===== config.mk =====
export PLATFORM = sky130hd
export DESIGN_NAME = gear_coupler
export DESIGN_NICKNAME = d
export VERILOG_FILES = /design/src/include/gear_pkg.sv /design/src/hdl/gear_coupler.sv
export SDC_FILE = /design/constraint.sdc
export NUM_CORES = 2
export LEC_CHECK = 0
export ABC_AREA = 1
export BUFFER_PORTS_ARGS = -buffer_cell sky130_fd_sc_hd__buf_2
export CAP_MARGIN = 20
export CORE_ASPECT_RATIO = 0.8
export CORE_UTILIZATION = 35
export DETAILED_ROUTE_END_ITERATION = 8
export PLACE_DENSITY_LB_ADDON = 0.1
export SLEW_MARGIN = 10
export SYNTH_ARGS = -nofsm -noshare
export SYNTH_HDL_FRONTEND = slang
export SYNTH_SLANG_ARGS = --single-unit

===== constraint.sdc =====
create_clock -name sys_clk_i -period 7.6 [get_ports sys_clk_i]
set_input_delay 1.9 -clock sys_clk_i [delete_from_list [all_inputs] [get_ports sys_clk_i]]
set_output_delay 1.9 -clock sys_clk_i [all_outputs]
set_load 0.02 [all_outputs]

===== src/include/gear_pkg.sv =====
// package: constants and carrier types for the axis coupler
package gear_pkg;
    // parameter numbers at which the slave axis holds its coupling settings
    localparam logic [7:0] PRM_LEADER_SEL = 8'h60;
    localparam logic [7:0] PRM_RAMP_RATE = 8'h61;
    localparam logic [7:0] PRM_FOLLOW_RATIO = 8'h62;
    localparam logic [7:0] PRM_LIMIT_ONE = 8'h63;
    localparam logic [7:0] PRM_LIMIT_TWO = 8'h64;
    // own registers
    localparam logic [7:0] REG_CONTROL = 8'h70;
    localparam logic [7:0] REG_STATUS = 8'h71;
    localparam logic [7:0] REG_IRQ_STAT = 8'h72;
    localparam logic [7:0] REG_IRQ_MASK = 8'h73;
    localparam logic [7:0] REG_MOTION_STAT = 8'h74;
    // control register bits
    localparam int CTL_START = 0;
    localparam int CTL_RELEASE = 1;
    localparam int CTL_GANTRY = 2;
    localparam int CTL_STOP = 3;
    localparam int CTL_ESTOP = 4;
    localparam int CTL_SERVO_OFF = 5;
    // interrupt event bits
    localparam int EV_ENGAGED = 0;
    localparam int EV_RELEASED = 1;
    localparam int EV_LIMIT_ONE = 2;
    localparam int EV_LIMIT_TWO = 3;
    localparam int EV_INPUT_TRIP = 4;
    localparam int EV_W = 5;
    // slave-following flag inside the motion status word
    localparam int FOLLOW_BIT = 28;
    // axes and ratio format: Q16.16, ratio 1.0 = 32'h0001_0000
    localparam int AXES = 8;
    localparam int AXIS_W = 3;
    localparam int FRAC = 16;
    localparam logic [31:0] RATIO_UNITY = 32'h0001_0000;
    // reset values
    localparam logic [31:0] RST_RATIO = 32'h0001_0000;
    localparam logic [31:0] RST_RATE = 32'h0000_0100;
    localparam logic [31:0] RST_LIMIT_ONE = 32'h0000_1000;
    localparam logic [31:0] RST_LIMIT_TWO = 32'h0000_2000;

    typedef enum logic [1:0] {
        ST_IDLE,
        ST_STANDARD,
        ST_GANTRY
    } couple_e;

    // commands toward the drives, one pulse each
    typedef struct packed {
        logic leader_stop;
        logic slave_stop;
        logic servo_off;
    } drive_cmd_s;

    // slave axis alarm-type inputs
    typedef struct packed {
        logic emergency;
        logic drive_alarm_input;
        logic positive_end_limit;
        logic negative_end_limit;
    } axis_in_s;
endpackage


===== src/hdl/gear_coupler.sv =====
// electronic gearing axis coupler: one slave axis follows a chosen leader
`timescale 1ns/1ps
// Operation
// - two modes: standard gear and dual-drive gantry
// - leader, ramp rate, ratio set at 60h-62h
// - start command addressed to the slave axis
// - slave moves with leader scaled by ratio
// - standard: ratio ramps up at ramp rate
// - standard: ratio changes live, rate limited
// - standard: release, stop, estop, servo-off release
// - standard: slave alarm inputs spare the leader
// - gantry: only manual release ends coupling
// - gantry: slave alarm inputs stop the leader
// - gantry: stop commands halt both axes
// - gantry: ratio fixed at one, rate ignored
// - gantry: check error every motion cycle
// - gantry: limit one starts decelerating stop
// - gantry: limit two switches both drives off
// - gantry limits held at 63h and 64h
// - bit 28 set while axis follows
module gear_coupler (
    input wire logic sys_clk_i,
    input wire logic rst_n_i,
    input wire logic [7:0] addr_i,
    input wire logic [31:0] wdata_i,
    input wire logic wr_i,
    input wire logic rd_i,
    output logic [31:0] rdata_o,
    input wire logic cycle_tick_i,
    input wire logic signed [31:0] leader_step_i [gear_pkg::AXES],
    input wire logic signed [31:0] leader_pos_i [gear_pkg::AXES],
    input wire logic signed [31:0] slave_pos_i,
    input wire gear_pkg::axis_in_s slave_in_i,
    output logic signed [31:0] slave_step_o,
    output logic slave_step_valid_o,
    output gear_pkg::drive_cmd_s drive_cmd_o,
    output logic irq_o
);
    // ************************************************************
    // state
    // ************************************************************
    typedef struct packed {
        gear_pkg::couple_e mode;
        logic [gear_pkg::AXIS_W-1:0] leader;
        logic [31:0] rate;
        logic [31:0] ratio;
        logic [31:0] limit_one;
        logic [31:0] limit_two;
        logic [31:0] eff_ratio;
        logic gantry_sel;
        logic [31:0] rdata;
        logic signed [31:0] step;
        logic step_valid;
        gear_pkg::drive_cmd_s cmd;
        logic [gear_pkg::EV_W-1:0] ev;
        logic [gear_pkg::EV_W-1:0] mask;
        logic irq;
        logic [3:0] in_s1;
        logic [3:0] in_s2;
        logic [3:0] in_s3;
        logic in_act;
        logic lim1_hit;
        logic lim2_hit;
    } state_s;

    state_s st_ff;
    state_s nxt_st;

    // ratio moves toward target by at most rate per motion cycle
    function automatic logic [31:0] ramp(input logic [31:0] cur, input logic [31:0] tgt,
                                         input logic [31:0] rate);
        logic [31:0] d;
        d = 32'h0000_0000;
        if (cur < tgt) begin
            d = tgt - cur;
            ramp = (d > rate) ? cur + rate : tgt;
        end else begin
            d = cur - tgt;
            ramp = (d > rate) ? cur - rate : tgt;
        end
    endfunction

    // scaled step: leader step times Q16.16 ratio
    function automatic logic signed [31:0] scale(input logic signed [31:0] s,
                                                 input logic [31:0] r);
        logic signed [63:0] p;
        p = s * $signed({1'b0, r});
        scale = p[gear_pkg::FRAC +: 32];
    endfunction

    logic signed [31:0] lead_step;
    logic signed [31:0] lead_pos;
    logic signed [31:0] pos_diff;
    logic [31:0] pos_err;
    logic in_now;
    logic [gear_pkg::EV_W-1:0] ev_set;

    assign lead_step = leader_step_i[st_ff.leader];
    assign lead_pos = leader_pos_i[st_ff.leader];
    assign pos_diff = lead_pos - slave_pos_i;
    assign pos_err = pos_diff[31] ? 32'(-pos_diff) : 32'(pos_diff);
    // inputs count active once second and third stage agree
    assign in_now = (st_ff.in_s2 == st_ff.in_s3) && (|st_ff.in_s3);

    // ************************************************************
    // next state
    // ************************************************************
    always_comb begin
        nxt_st = st_ff;
        ev_set = '0;
        nxt_st.cmd = '0;
        nxt_st.step_valid = 1'b0;
        nxt_st.rdata = 32'h0000_0000;
        nxt_st.in_s1 = slave_in_i;
        nxt_st.in_s2 = st_ff.in_s1;
        nxt_st.in_s3 = st_ff.in_s2;
        if (st_ff.in_s2 == st_ff.in_s3) begin
            nxt_st.in_act = |st_ff.in_s3;
        end
        // register writes, settings bound to this slave axis
        if (wr_i) begin
            unique case (addr_i)
                gear_pkg::PRM_LEADER_SEL: nxt_st.leader = wdata_i[gear_pkg::AXIS_W-1:0];
                gear_pkg::PRM_RAMP_RATE: nxt_st.rate = wdata_i;
                gear_pkg::PRM_FOLLOW_RATIO: nxt_st.ratio = wdata_i;
                gear_pkg::PRM_LIMIT_ONE: nxt_st.limit_one = wdata_i;
                gear_pkg::PRM_LIMIT_TWO: nxt_st.limit_two = wdata_i;
                gear_pkg::REG_IRQ_MASK: nxt_st.mask = wdata_i[gear_pkg::EV_W-1:0];
                default: ;
            endcase
        end
        // control commands
        if (wr_i && addr_i == gear_pkg::REG_CONTROL) begin
            if (wdata_i[gear_pkg::CTL_GANTRY]) begin
                nxt_st.gantry_sel = 1'b1;
            end else begin
                nxt_st.gantry_sel = 1'b0;
            end
            if (st_ff.mode == gear_pkg::ST_IDLE && wdata_i[gear_pkg::CTL_START]) begin
                nxt_st.mode = wdata_i[gear_pkg::CTL_GANTRY] ? gear_pkg::ST_GANTRY
                                                             : gear_pkg::ST_STANDARD;
                nxt_st.eff_ratio = wdata_i[gear_pkg::CTL_GANTRY] ? gear_pkg::RATIO_UNITY
                                                                  : 32'h0000_0000;
                nxt_st.lim1_hit = 1'b0;
                nxt_st.lim2_hit = 1'b0;
                ev_set[gear_pkg::EV_ENGAGED] = 1'b1;
            end else if (st_ff.mode != gear_pkg::ST_IDLE) begin
                if (wdata_i[gear_pkg::CTL_RELEASE]) begin
                    nxt_st.mode = gear_pkg::ST_IDLE;
                    ev_set[gear_pkg::EV_RELEASED] = 1'b1;
                end else if (wdata_i[gear_pkg::CTL_STOP] | wdata_i[gear_pkg::CTL_ESTOP]
                             | wdata_i[gear_pkg::CTL_SERVO_OFF]) begin
                    if (st_ff.mode == gear_pkg::ST_STANDARD) begin
                        nxt_st.mode = gear_pkg::ST_IDLE;
                        ev_set[gear_pkg::EV_RELEASED] = 1'b1;
                    end else begin
                        // gantry stays coupled, both axes halt
                        nxt_st.cmd.leader_stop = 1'b1;
                        nxt_st.cmd.slave_stop = 1'b1;
                        nxt_st.cmd.servo_off = wdata_i[gear_pkg::CTL_SERVO_OFF];
                    end
                end
            end
        end
        // per motion cycle following and protection
        if (cycle_tick_i && st_ff.mode != gear_pkg::ST_IDLE) begin
            if (st_ff.mode == gear_pkg::ST_STANDARD) begin
                nxt_st.eff_ratio = ramp(st_ff.eff_ratio, st_ff.ratio, st_ff.rate);
                nxt_st.step = scale(lead_step, st_ff.eff_ratio);
            end else begin
                nxt_st.step = lead_step;
                if (pos_err > st_ff.limit_two && !st_ff.lim2_hit) begin
                    nxt_st.cmd.servo_off = 1'b1;
                    nxt_st.cmd.leader_stop = 1'b1;
                    nxt_st.cmd.slave_stop = 1'b1;
                    nxt_st.lim2_hit = 1'b1;
                    ev_set[gear_pkg::EV_LIMIT_TWO] = 1'b1;
                end else if (pos_err > st_ff.limit_one && !st_ff.lim1_hit) begin
                    nxt_st.cmd.leader_stop = 1'b1;
                    nxt_st.cmd.slave_stop = 1'b1;
                    nxt_st.lim1_hit = 1'b1;
                    ev_set[gear_pkg::EV_LIMIT_ONE] = 1'b1;
                end
            end
            nxt_st.step_valid = 1'b1;
        end
        // slave alarm inputs: leader only stopped in gantry
        if (in_now && !st_ff.in_act && st_ff.mode == gear_pkg::ST_GANTRY) begin
            nxt_st.cmd.leader_stop = 1'b1;
            ev_set[gear_pkg::EV_INPUT_TRIP] = 1'b1;
        end
        // sticky events, set wins over write-one-clear
        if (wr_i && addr_i == gear_pkg::REG_IRQ_STAT) begin
            nxt_st.ev = st_ff.ev & ~wdata_i[gear_pkg::EV_W-1:0];
        end
        nxt_st.ev = nxt_st.ev | ev_set;
        nxt_st.irq = |(nxt_st.ev & nxt_st.mask);
        // read data one cycle after the strobe
        if (rd_i) begin
            unique case (addr_i)
                gear_pkg::PRM_LEADER_SEL: nxt_st.rdata = 32'(st_ff.leader);
                gear_pkg::PRM_RAMP_RATE: nxt_st.rdata = st_ff.rate;
                gear_pkg::PRM_FOLLOW_RATIO: nxt_st.rdata = st_ff.ratio;
                gear_pkg::PRM_LIMIT_ONE: nxt_st.rdata = st_ff.limit_one;
                gear_pkg::PRM_LIMIT_TWO: nxt_st.rdata = st_ff.limit_two;
                gear_pkg::REG_CONTROL: nxt_st.rdata = 32'(st_ff.gantry_sel) << gear_pkg::CTL_GANTRY;
                gear_pkg::REG_STATUS: nxt_st.rdata = {st_ff.eff_ratio[31:4], st_ff.lim2_hit,
                                                      st_ff.lim1_hit, 2'(st_ff.mode)};
                gear_pkg::REG_IRQ_STAT: nxt_st.rdata = 32'(st_ff.ev);
                gear_pkg::REG_IRQ_MASK: nxt_st.rdata = 32'(st_ff.mask);
                gear_pkg::REG_MOTION_STAT: nxt_st.rdata =
                    32'(st_ff.mode != gear_pkg::ST_IDLE) << gear_pkg::FOLLOW_BIT;
                default: nxt_st.rdata = 32'h0000_0000;
            endcase
        end
    end

    // ************************************************************
    // registers
    // ************************************************************
    always_ff @(posedge sys_clk_i or negedge rst_n_i) begin
        if (!rst_n_i) begin
            st_ff <= '{mode: gear_pkg::ST_IDLE, ratio: gear_pkg::RST_RATIO,
                       rate: gear_pkg::RST_RATE, limit_one: gear_pkg::RST_LIMIT_ONE,
                       limit_two: gear_pkg::RST_LIMIT_TWO, default: '0};
        end else begin
            st_ff <= nxt_st;
        end
    end

    assign rdata_o = st_ff.rdata;
    assign slave_step_o = st_ff.step;
    assign slave_step_valid_o = st_ff.step_valid;
    assign drive_cmd_o = st_ff.cmd;
    assign irq_o = st_ff.irq;

    // ************************************************************
    // checks
    // ************************************************************
    gantry_unity_a: assert property (@(posedge sys_clk_i) disable iff (!rst_n_i)
        st_ff.mode == gear_pkg::ST_GANTRY |-> st_ff.eff_ratio == gear_pkg::RATIO_UNITY)
        else $error("gantry ratio not unity");
    gantry_hold_a: assert property (@(posedge sys_clk_i) disable iff (!rst_n_i)
        st_ff.mode == gear_pkg::ST_GANTRY && !(wr_i && addr_i == gear_pkg::REG_CONTROL
        && wdata_i[gear_pkg::CTL_RELEASE]) |=> st_ff.mode == gear_pkg::ST_GANTRY)
        else $error("gantry released without command");
    std_stop_a: assert property (@(posedge sys_clk_i) disable iff (!rst_n_i)
        st_ff.mode == gear_pkg::ST_STANDARD && wr_i && addr_i == gear_pkg::REG_CONTROL
        && wdata_i[gear_pkg::CTL_STOP] |=> st_ff.mode == gear_pkg::ST_IDLE)
        else $error("standard not released on stop");
    std_inputs_a: assert property (@(posedge sys_clk_i) disable iff (!rst_n_i)
        st_ff.mode == gear_pkg::ST_STANDARD && !(wr_i && addr_i == gear_pkg::REG_CONTROL)
        |=> !drive_cmd_o.leader_stop)
        else $error("leader stopped in standard mode");
    ramp_bound_a: assert property (@(posedge sys_clk_i) disable iff (!rst_n_i)
        st_ff.mode == gear_pkg::ST_STANDARD && $past(st_ff.mode) == gear_pkg::ST_STANDARD
        |-> st_ff.eff_ratio - $past(st_ff.eff_ratio) <= st_ff.rate
        || $past(st_ff.eff_ratio) - st_ff.eff_ratio <= st_ff.rate)
        else $error("ratio step beyond rate");
    limit_two_a: assert property (@(posedge sys_clk_i) disable iff (!rst_n_i)
        cycle_tick_i && st_ff.mode == gear_pkg::ST_GANTRY && pos_err > st_ff.limit_two
        && !st_ff.lim2_hit |=> drive_cmd_o.servo_off && st_ff.lim2_hit)
        else $error("no servo off past limit two");
    limit_one_a: assert property (@(posedge sys_clk_i) disable iff (!rst_n_i)
        cycle_tick_i && st_ff.mode == gear_pkg::ST_GANTRY && pos_err > st_ff.limit_one
        && !st_ff.lim1_hit |=> drive_cmd_o.slave_stop)
        else $error("no stop past limit one");
    gantry_step_a: assert property (@(posedge sys_clk_i) disable iff (!rst_n_i)
        cycle_tick_i && st_ff.mode == gear_pkg::ST_GANTRY
        |=> slave_step_valid_o && slave_step_o == $past(lead_step))
        else $error("gantry step differs from leader");

    // an idle coupler must not move the slave axis
    idle_no_step_a: assert property (@(posedge sys_clk_i) disable iff (!rst_n_i)
        st_ff.mode == gear_pkg::ST_IDLE |=> !slave_step_valid_o)
        else $error("step issued while idle");

    // idle coupler sends no drive commands at all
    idle_no_cmd_a: assert property (@(posedge sys_clk_i) disable iff (!rst_n_i)
        st_ff.mode == gear_pkg::ST_IDLE |=> drive_cmd_o == '0)
        else $error("drive command while idle");

    // read data only stands in the cycle after a read strobe
    read_quiet_a: assert property (@(posedge sys_clk_i) disable iff (!rst_n_i)
        !rd_i |=> rdata_o == 32'h0000_0000)
        else $error("read data without strobe");

    // following flag mirrors the coupled state at the read
    follow_flag_a: assert property (@(posedge sys_clk_i) disable iff (!rst_n_i)
        rd_i && addr_i == gear_pkg::REG_MOTION_STAT
        |=> rdata_o[gear_pkg::FOLLOW_BIT] == ($past(st_ff.mode) != gear_pkg::ST_IDLE))
        else $error("following flag wrong");

    // new alarm-type input in gantry must halt the leader
    gantry_trip_a: assert property (@(posedge sys_clk_i) disable iff (!rst_n_i)
        st_ff.mode == gear_pkg::ST_GANTRY && in_now && !st_ff.in_act
        |=> drive_cmd_o.leader_stop)
        else $error("leader not stopped on input");

    // stop command in gantry halts both axes
    gantry_halt_a: assert property (@(posedge sys_clk_i) disable iff (!rst_n_i)
        st_ff.mode == gear_pkg::ST_GANTRY && wr_i && addr_i == gear_pkg::REG_CONTROL
        && !wdata_i[gear_pkg::CTL_RELEASE] && wdata_i[gear_pkg::CTL_STOP]
        |=> drive_cmd_o.leader_stop && drive_cmd_o.slave_stop)
        else $error("gantry stop did not halt both axes");

    // start from idle couples and flags the engage event
    start_engage_a: assert property (@(posedge sys_clk_i) disable iff (!rst_n_i)
        st_ff.mode == gear_pkg::ST_IDLE && wr_i && addr_i == gear_pkg::REG_CONTROL
        && wdata_i[gear_pkg::CTL_START]
        |=> st_ff.mode != gear_pkg::ST_IDLE && st_ff.ev[gear_pkg::EV_ENGAGED])
        else $error("start did not couple");

    // standard mode never switches a drive off
    std_no_servo_a: assert property (@(posedge sys_clk_i) disable iff (!rst_n_i)
        st_ff.mode == gear_pkg::ST_STANDARD |=> !drive_cmd_o.servo_off)
        else $error("servo off in standard mode");

    // a sticky event only drops on a status write
    event_sticky_a: assert property (@(posedge sys_clk_i) disable iff (!rst_n_i)
        st_ff.ev[gear_pkg::EV_ENGAGED] && !(wr_i && addr_i == gear_pkg::REG_IRQ_STAT)
        |=> st_ff.ev[gear_pkg::EV_ENGAGED])
        else $error("event bit lost");

    // limit one fires once per coupling, latch must hold
    limit_latch_a: assert property (@(posedge sys_clk_i) disable iff (!rst_n_i)
        st_ff.mode == gear_pkg::ST_GANTRY && st_ff.lim1_hit
        && !(wr_i && addr_i == gear_pkg::REG_CONTROL) |=> st_ff.lim1_hit)
        else $error("limit one latch dropped");

    // a ratio written while coupled is taken at once as the target
    ratio_write_a: assert property (@(posedge sys_clk_i) disable iff (!rst_n_i)
        wr_i && addr_i == gear_pkg::PRM_FOLLOW_RATIO |=> st_ff.ratio == $past(wdata_i))
        else $error("ratio write not taken");
endmodule


# Word level (Yosys, flattened, before mapping)
# Index checks and enable logic that the tools add are counted.
# op_classes
n_lt_le_gt_ge,6
bitwise,7
mux,60
add_sub_neg,6
reduce_logical,25
n_mul,1
n_eq_ne,13
# op_table
op,n
$mux W32,13
$pmux W32 S10,1
$bmux W32 S3,2
$gt A32 B32 Y1,4
$sub A32 B32 Y32,4
$eq A8 B7 Y1 const B,10
$mul A32 B33 Y48,1
$mux W33,1
$add A32 B32 Y32,1
$lt A32 B32 Y1,1
$neg A32 Y32,1
$mux W2,15
$mux W3,7
$mux W17,1
$mux W1,16
$mux W5,3
$and A5 B5 Y5,2
$reduce_and A2 Y1,5
$logic_and A1 B1 Y1,9
$reduce_bool A3 Y1,2
$not A5 Y5,1
$or A5 B5 Y5,1
$reduce_or A5 Y1,1
$eq A4 B4 Y1,1
11 further kinds,15
# totals
wordCells,141
reg_bits,260
input_bits,593
out_inout_bits,69

# Longest topological paths before layout
# logic_depth
depth_word,16
mapped_depth,44
ltp_nobuf,38

# Worst setup path before layout
# OpenSTA, ideal clock, no wires.
# synth_timing
kind,input port to flip-flop
from,input leader_step_i[48] (netlist bit)
to,"register st_ff, in the netlist slave_step_o[31]"
t_arrival_ns,8.216
setup_ns,0.118
n_path_buf,1
slack_ns,-0.733
t_required_ns,7.482
stages,34
cell_sequence,nor2_1 > nor2_1 > o21ai_0 > nand3_1 > nand2_1 > inv_1 > clkbuf_1 > nand2_1 > fa_1 > inv_1 > fa_1 > fa_1 > inv_1 > fa_1 > inv_1 > fa_1 > fa_1 > fa_1 > inv_1 > fa_1 > inv_1 > ha_1 > a21oi_1 > inv_1 > a31oi_1 > inv_1 > a21oi_1 > o211ai_1 > nor2_1 > nand2_1 > inv_1 > nand3_1 > nand3_1 > nand2_1
# synth_via
elab_chain_len,5
# synth_lines
item,line_no,text
from (decl),gear_coupler.sv:30,"input wire logic signed [31:0] leader_step_i [gear_pkg::AXES],"
$bmux W32 S3,gear_coupler.sv:98,assign lead_step = leader_step_i[st_ff.leader];
$mux W32 (implied by the code) (2 in series),gear_coupler.sv:98,
$mul A32 B33 Y48,gear_coupler.sv:87,"p = s * $signed({1'b0, r});"
$mux W32,gear_coupler.sv:167,if (st_ff.mode == gear_pkg::ST_STANDARD) begin
to (signal assigned),gear_coupler.sv:223,"st_ff <= '{mode: gear_pkg::ST_IDLE, ratio: gear_pkg::RST_RATIO,"
to (signal assigned),gear_coupler.sv:227,st_ff <= nxt_st;
to (decl),gear_coupler.sv:66,state_s st_ff;
# Every way passes these cells. The select of a mux whose other input is x is not followed.
# A chain may end at the register's enable or synchronous reset.

# Worst setup path after layout
# layout_timing
from,input leader_step_i[176] (netlist bit)
to,"register st_ff, in the netlist slave_step_o[30]"
# Same word-level chain as after synthesis.

==> parameters.txt <==
Parameter                              Value

STA
  Setup WS post-layout    -0.615 ns
  Unrepaired setup endpoints after global routing    yes
  Sum of negative setup slack    -13.68 ns
  Final critical-path required period    just over 8 ns
  Number of max-slew violations in the final report    0
  Final worst-path cycle share    1.08
  Fin Clk Skew    about 0.035 ns
  Final number of hold-violating endpoints    0
  Final setup violating endpoints    31
  Slew of the pin with the lowest slew margin    between 1 and 1.5 ns
  Worst hold margin    ~0.34 ns
  Maximum clock frequency    between 100 and 150 MHz
  Relative slew slack    0.203

Yosys
  Post-synthesis average cell area    7.15 um2
  Most used standard cell by instance count after synthesis    sky130_fd_sc_hd__nand2_1
  Most instantiated cells after synthesis    sky130_fd_sc_hd__nand2_1 (1563), sky130_fd_sc_hd__inv_1 (1457), sky130_fd_sc_hd__nor2_1 (1066)
  Most area-hungry cell type in the Yosys netlist    sky130_fd_sc_hd__fa_1
  Portion of the post-synthesis area used by sequential elements    0.113
  Synth Net Count    between 9000 and 10000
  Cell types occupying the most area after synthesis    sky130_fd_sc_hd__fa_1 (27%), sky130_fd_sc_hd__dfrtp_1 (11%), sky130_fd_sc_hd__ha_1 (10%)
  Number of flip-flops and latches in the synthesized netlist    260
  Prevailing post-synth register cell    sky130_fd_sc_hd__dfrtp_1
  Syn Inst Count    just over 8000
  Synth Warn #    0
  Proportion of netlist area held by the largest area contributor    0.273
  Mapped Area    0.0576 mm2
  Async set-or-reset flop fraction in the synthesized netlist    1.00
  Number of different library cells in the post-synthesis netlist    between 70 and 80
  Count of flip-flops with a built-in enable after synthesis    0

Setup path
  Required time reported for the critical path endpoint    8.08 ns
  CP most frequent cell    sky130_fd_sc_hd__fa_1
  Crit path max fanout    14
  Max incr delay on CP    roughly 0.63 ns
  Reg-to-reg startpoint    st_ff[255]
  Element type at the critical path end    register
  Worst setup path class    input port to register
  Start point of the critical path    leader_step_i[176]
  Arrival time reported for the critical path endpoint    8.70 ns
  Slowest stage cell, crit path    sky130_fd_sc_hd__fa_2
  CP Launch Type    input port
  Number of cells on the worst reg-to-reg path    29

GRT
  Via count of the first global-routing pass    59700
  Pin count of the biggest net entering global routing    123
  Number of antenna violations at the first check in global routing    47
  Overflow left after global routing    0
  Aggregate global-route resource usage    0.357
  First-pass GRT wire length    approximately 430000 um

Place
  Count of input and output buffers    between 600 and 700
  Total half-perimeter wirelength after legalization and detailed placement    260000 um
  Cell area after placement    0.0691 mm2
  Routability congestion estimate    1.03

Die
  Die outline height    365 um
  Die footprint    0.166 mm2
  Initial core utilization    0.354
  Std-Cell Rows    132
  Horiz. Die Dim    456 um
  Top-level port count    662
  Standard cell core area    roughly 0.16 mm2

Cells and area
  Number of nets in the final layout    11100
  Layout cell share with drive strength beyond 1    0.251
  Core occupancy in the finished layout    0.457
  Layout overhead on the synthesized area    29.1%
  Final standard cell area without fillers    0.0744 mm2

Clock tree
  Clock root buffer master    sky130_fd_sc_hd__clkbuf_16
  Clk slew on worst S/H paths    0.06 ns
  Clk_lat worst skew    0.63 ns
  CTS tree    built
  Number of clock buffers inserted by TritonCTS    38
  Maximum buffer depth of the clock tree    3
  Number of sinks handled by clock tree synthesis    260
  Total number of H-tree levels    2

Status
  Violations in the final reports    negative setup slack
  Status    finished with violations

Route
  Drt pass-1 iters    6
  Met3 Wirelength    a little over 30000 um
  Metal-1 WL    135000 um
  Remaining routing DRC violations    0
  Highest signal layer in the routed design    met5
  Post-Route WL    304000 um
  Routed vias/inst    5.35
  Met2 WL post-DR    128000 um
  Via total after detailed routing    61000
  Routed Antenna Nets    0
  Wire length per cell    26.7 um
  DRC violation total after the first TritonRoute iteration    between 6000 and 7000

Min path
  Cell depth of the worst min-delay path    0
  Worst hold path startpoint    nxt_st[8]
  Min-Delay Path Class    register to register

Run
  Number of max-capacitance violations reported    0
path summary, 6_finish.rpt:
check / endpoint / slack, ns
hold / removal: nxt_st[4] / 0.34
hold reg to reg: nxt_st[4] / 0.34
max in group asynchronous: slave_step_o[13] / 4.85
setup reg to reg: slave_step_o[29] / -0.35
min in group asynchronous: st_ff[130] / 1.29
setup / recovery: slave_step_o[30] / -0.61
cells by family (layout without fill, tap and decap cells):
group / after synthesis / after routing / share of synthesized area
multiplexers: 1 / 1 / 0.000195
adder cells (fa/ha/maj): 1267 / 1267 / 0.377
XOR/XNOR: 175 / 175 / 0.0277
flip-flops: 260 / 260 / 0.113
other: 0 / 20 / 0
buffers and inverters: 1921 / 3111 / 0.133
AND/OR/NAND/NOR: 3095 / 3095 / 0.217
AO/OA/AOI/OAI: 1336 / 1336 / 0.132
critical path, delay by kind of cell:
kind,cells,cell delay (ns)
adder cells (fa/ha/maj),9,4.48
AND/OR/NAND/NOR,8,0.94
buffers and inverters,9,0.72
AO/OA/AOI/OAI,4,0.50
XOR/XNOR,1,0.14
routing by layer:
metal | global-route usage | up-vias
met2 | 0.532 | 2701
met4 | 0.111 | 14
met5 | 0.00598 | -
li1 | - | 27400
met1 | 0.503 | 30500
met3 | 0.0895 | 393
flip-flops by register name, indices dropped and copies added (netlist names):
register            count
nxt_st                  8
rdata_o                32
slave_step_valid_o      1
slave_step_o           32
st_ff                 183
drive_cmd_o             3
irq_o                   1
cells in the final DEF (no fill, tap or decap), types with 95 or more instances in the layout:
master | synthesis | routed
sky130_fd_sc_hd__nand2_1 | 1563 | 1438
sky130_fd_sc_hd__inv_1 | 1457 | 1373
sky130_fd_sc_hd__nor2_1 | 1066 | 975
sky130_fd_sc_hd__buf_4 | 79 | 724
sky130_fd_sc_hd__fa_1 | 785 | 699
sky130_fd_sc_hd__buf_2 | 81 | 656
sky130_fd_sc_hd__o21ai_0 | 550 | 472
sky130_fd_sc_hd__ha_1 | 482 | 441
sky130_fd_sc_hd__a21oi_1 | 370 | 317
sky130_fd_sc_hd__dfrtp_1 | 256 | 253
sky130_fd_sc_hd__nand3_1 | 272 | 246
sky130_fd_sc_hd__xor2_1 | 127 | 127
sky130_fd_sc_hd__buf_12 | 0 | 96
sky130_fd_sc_hd__nand2_2 | 19 | 95
metrics by stage:
step	std cells	worst slack, ns
after floorplan	8055	-0.404
after global placement	11200	-1.67
after detailed placement	11200	-1.76
after CTS	11300	-0.480
after global routing	11400	-0.771
final	11400	-0.615
final cells by class:
class	count	area [um2]
sequential	260	6520
inverter	1484	5690
timing repair buffer	1557	11900
clock inverter	21	279
clock buffer	49	1090
antenna	20	50.0
tap	2144	2680
fill	16900	88300
multi-input combinational	5874	46200
repair_timing:
action                                  CTS  global route
cloned                                    8             6
hold buffers                              0             0
pin swaps                               168           174
buffers inserted                         64            43
resized for setup                       389           344
endpoints found under the setup margin   36            37
Power is left out: the tool's default activity adds up to more than one toggle a clock period on the data nets, which glitch-free logic cannot reach.
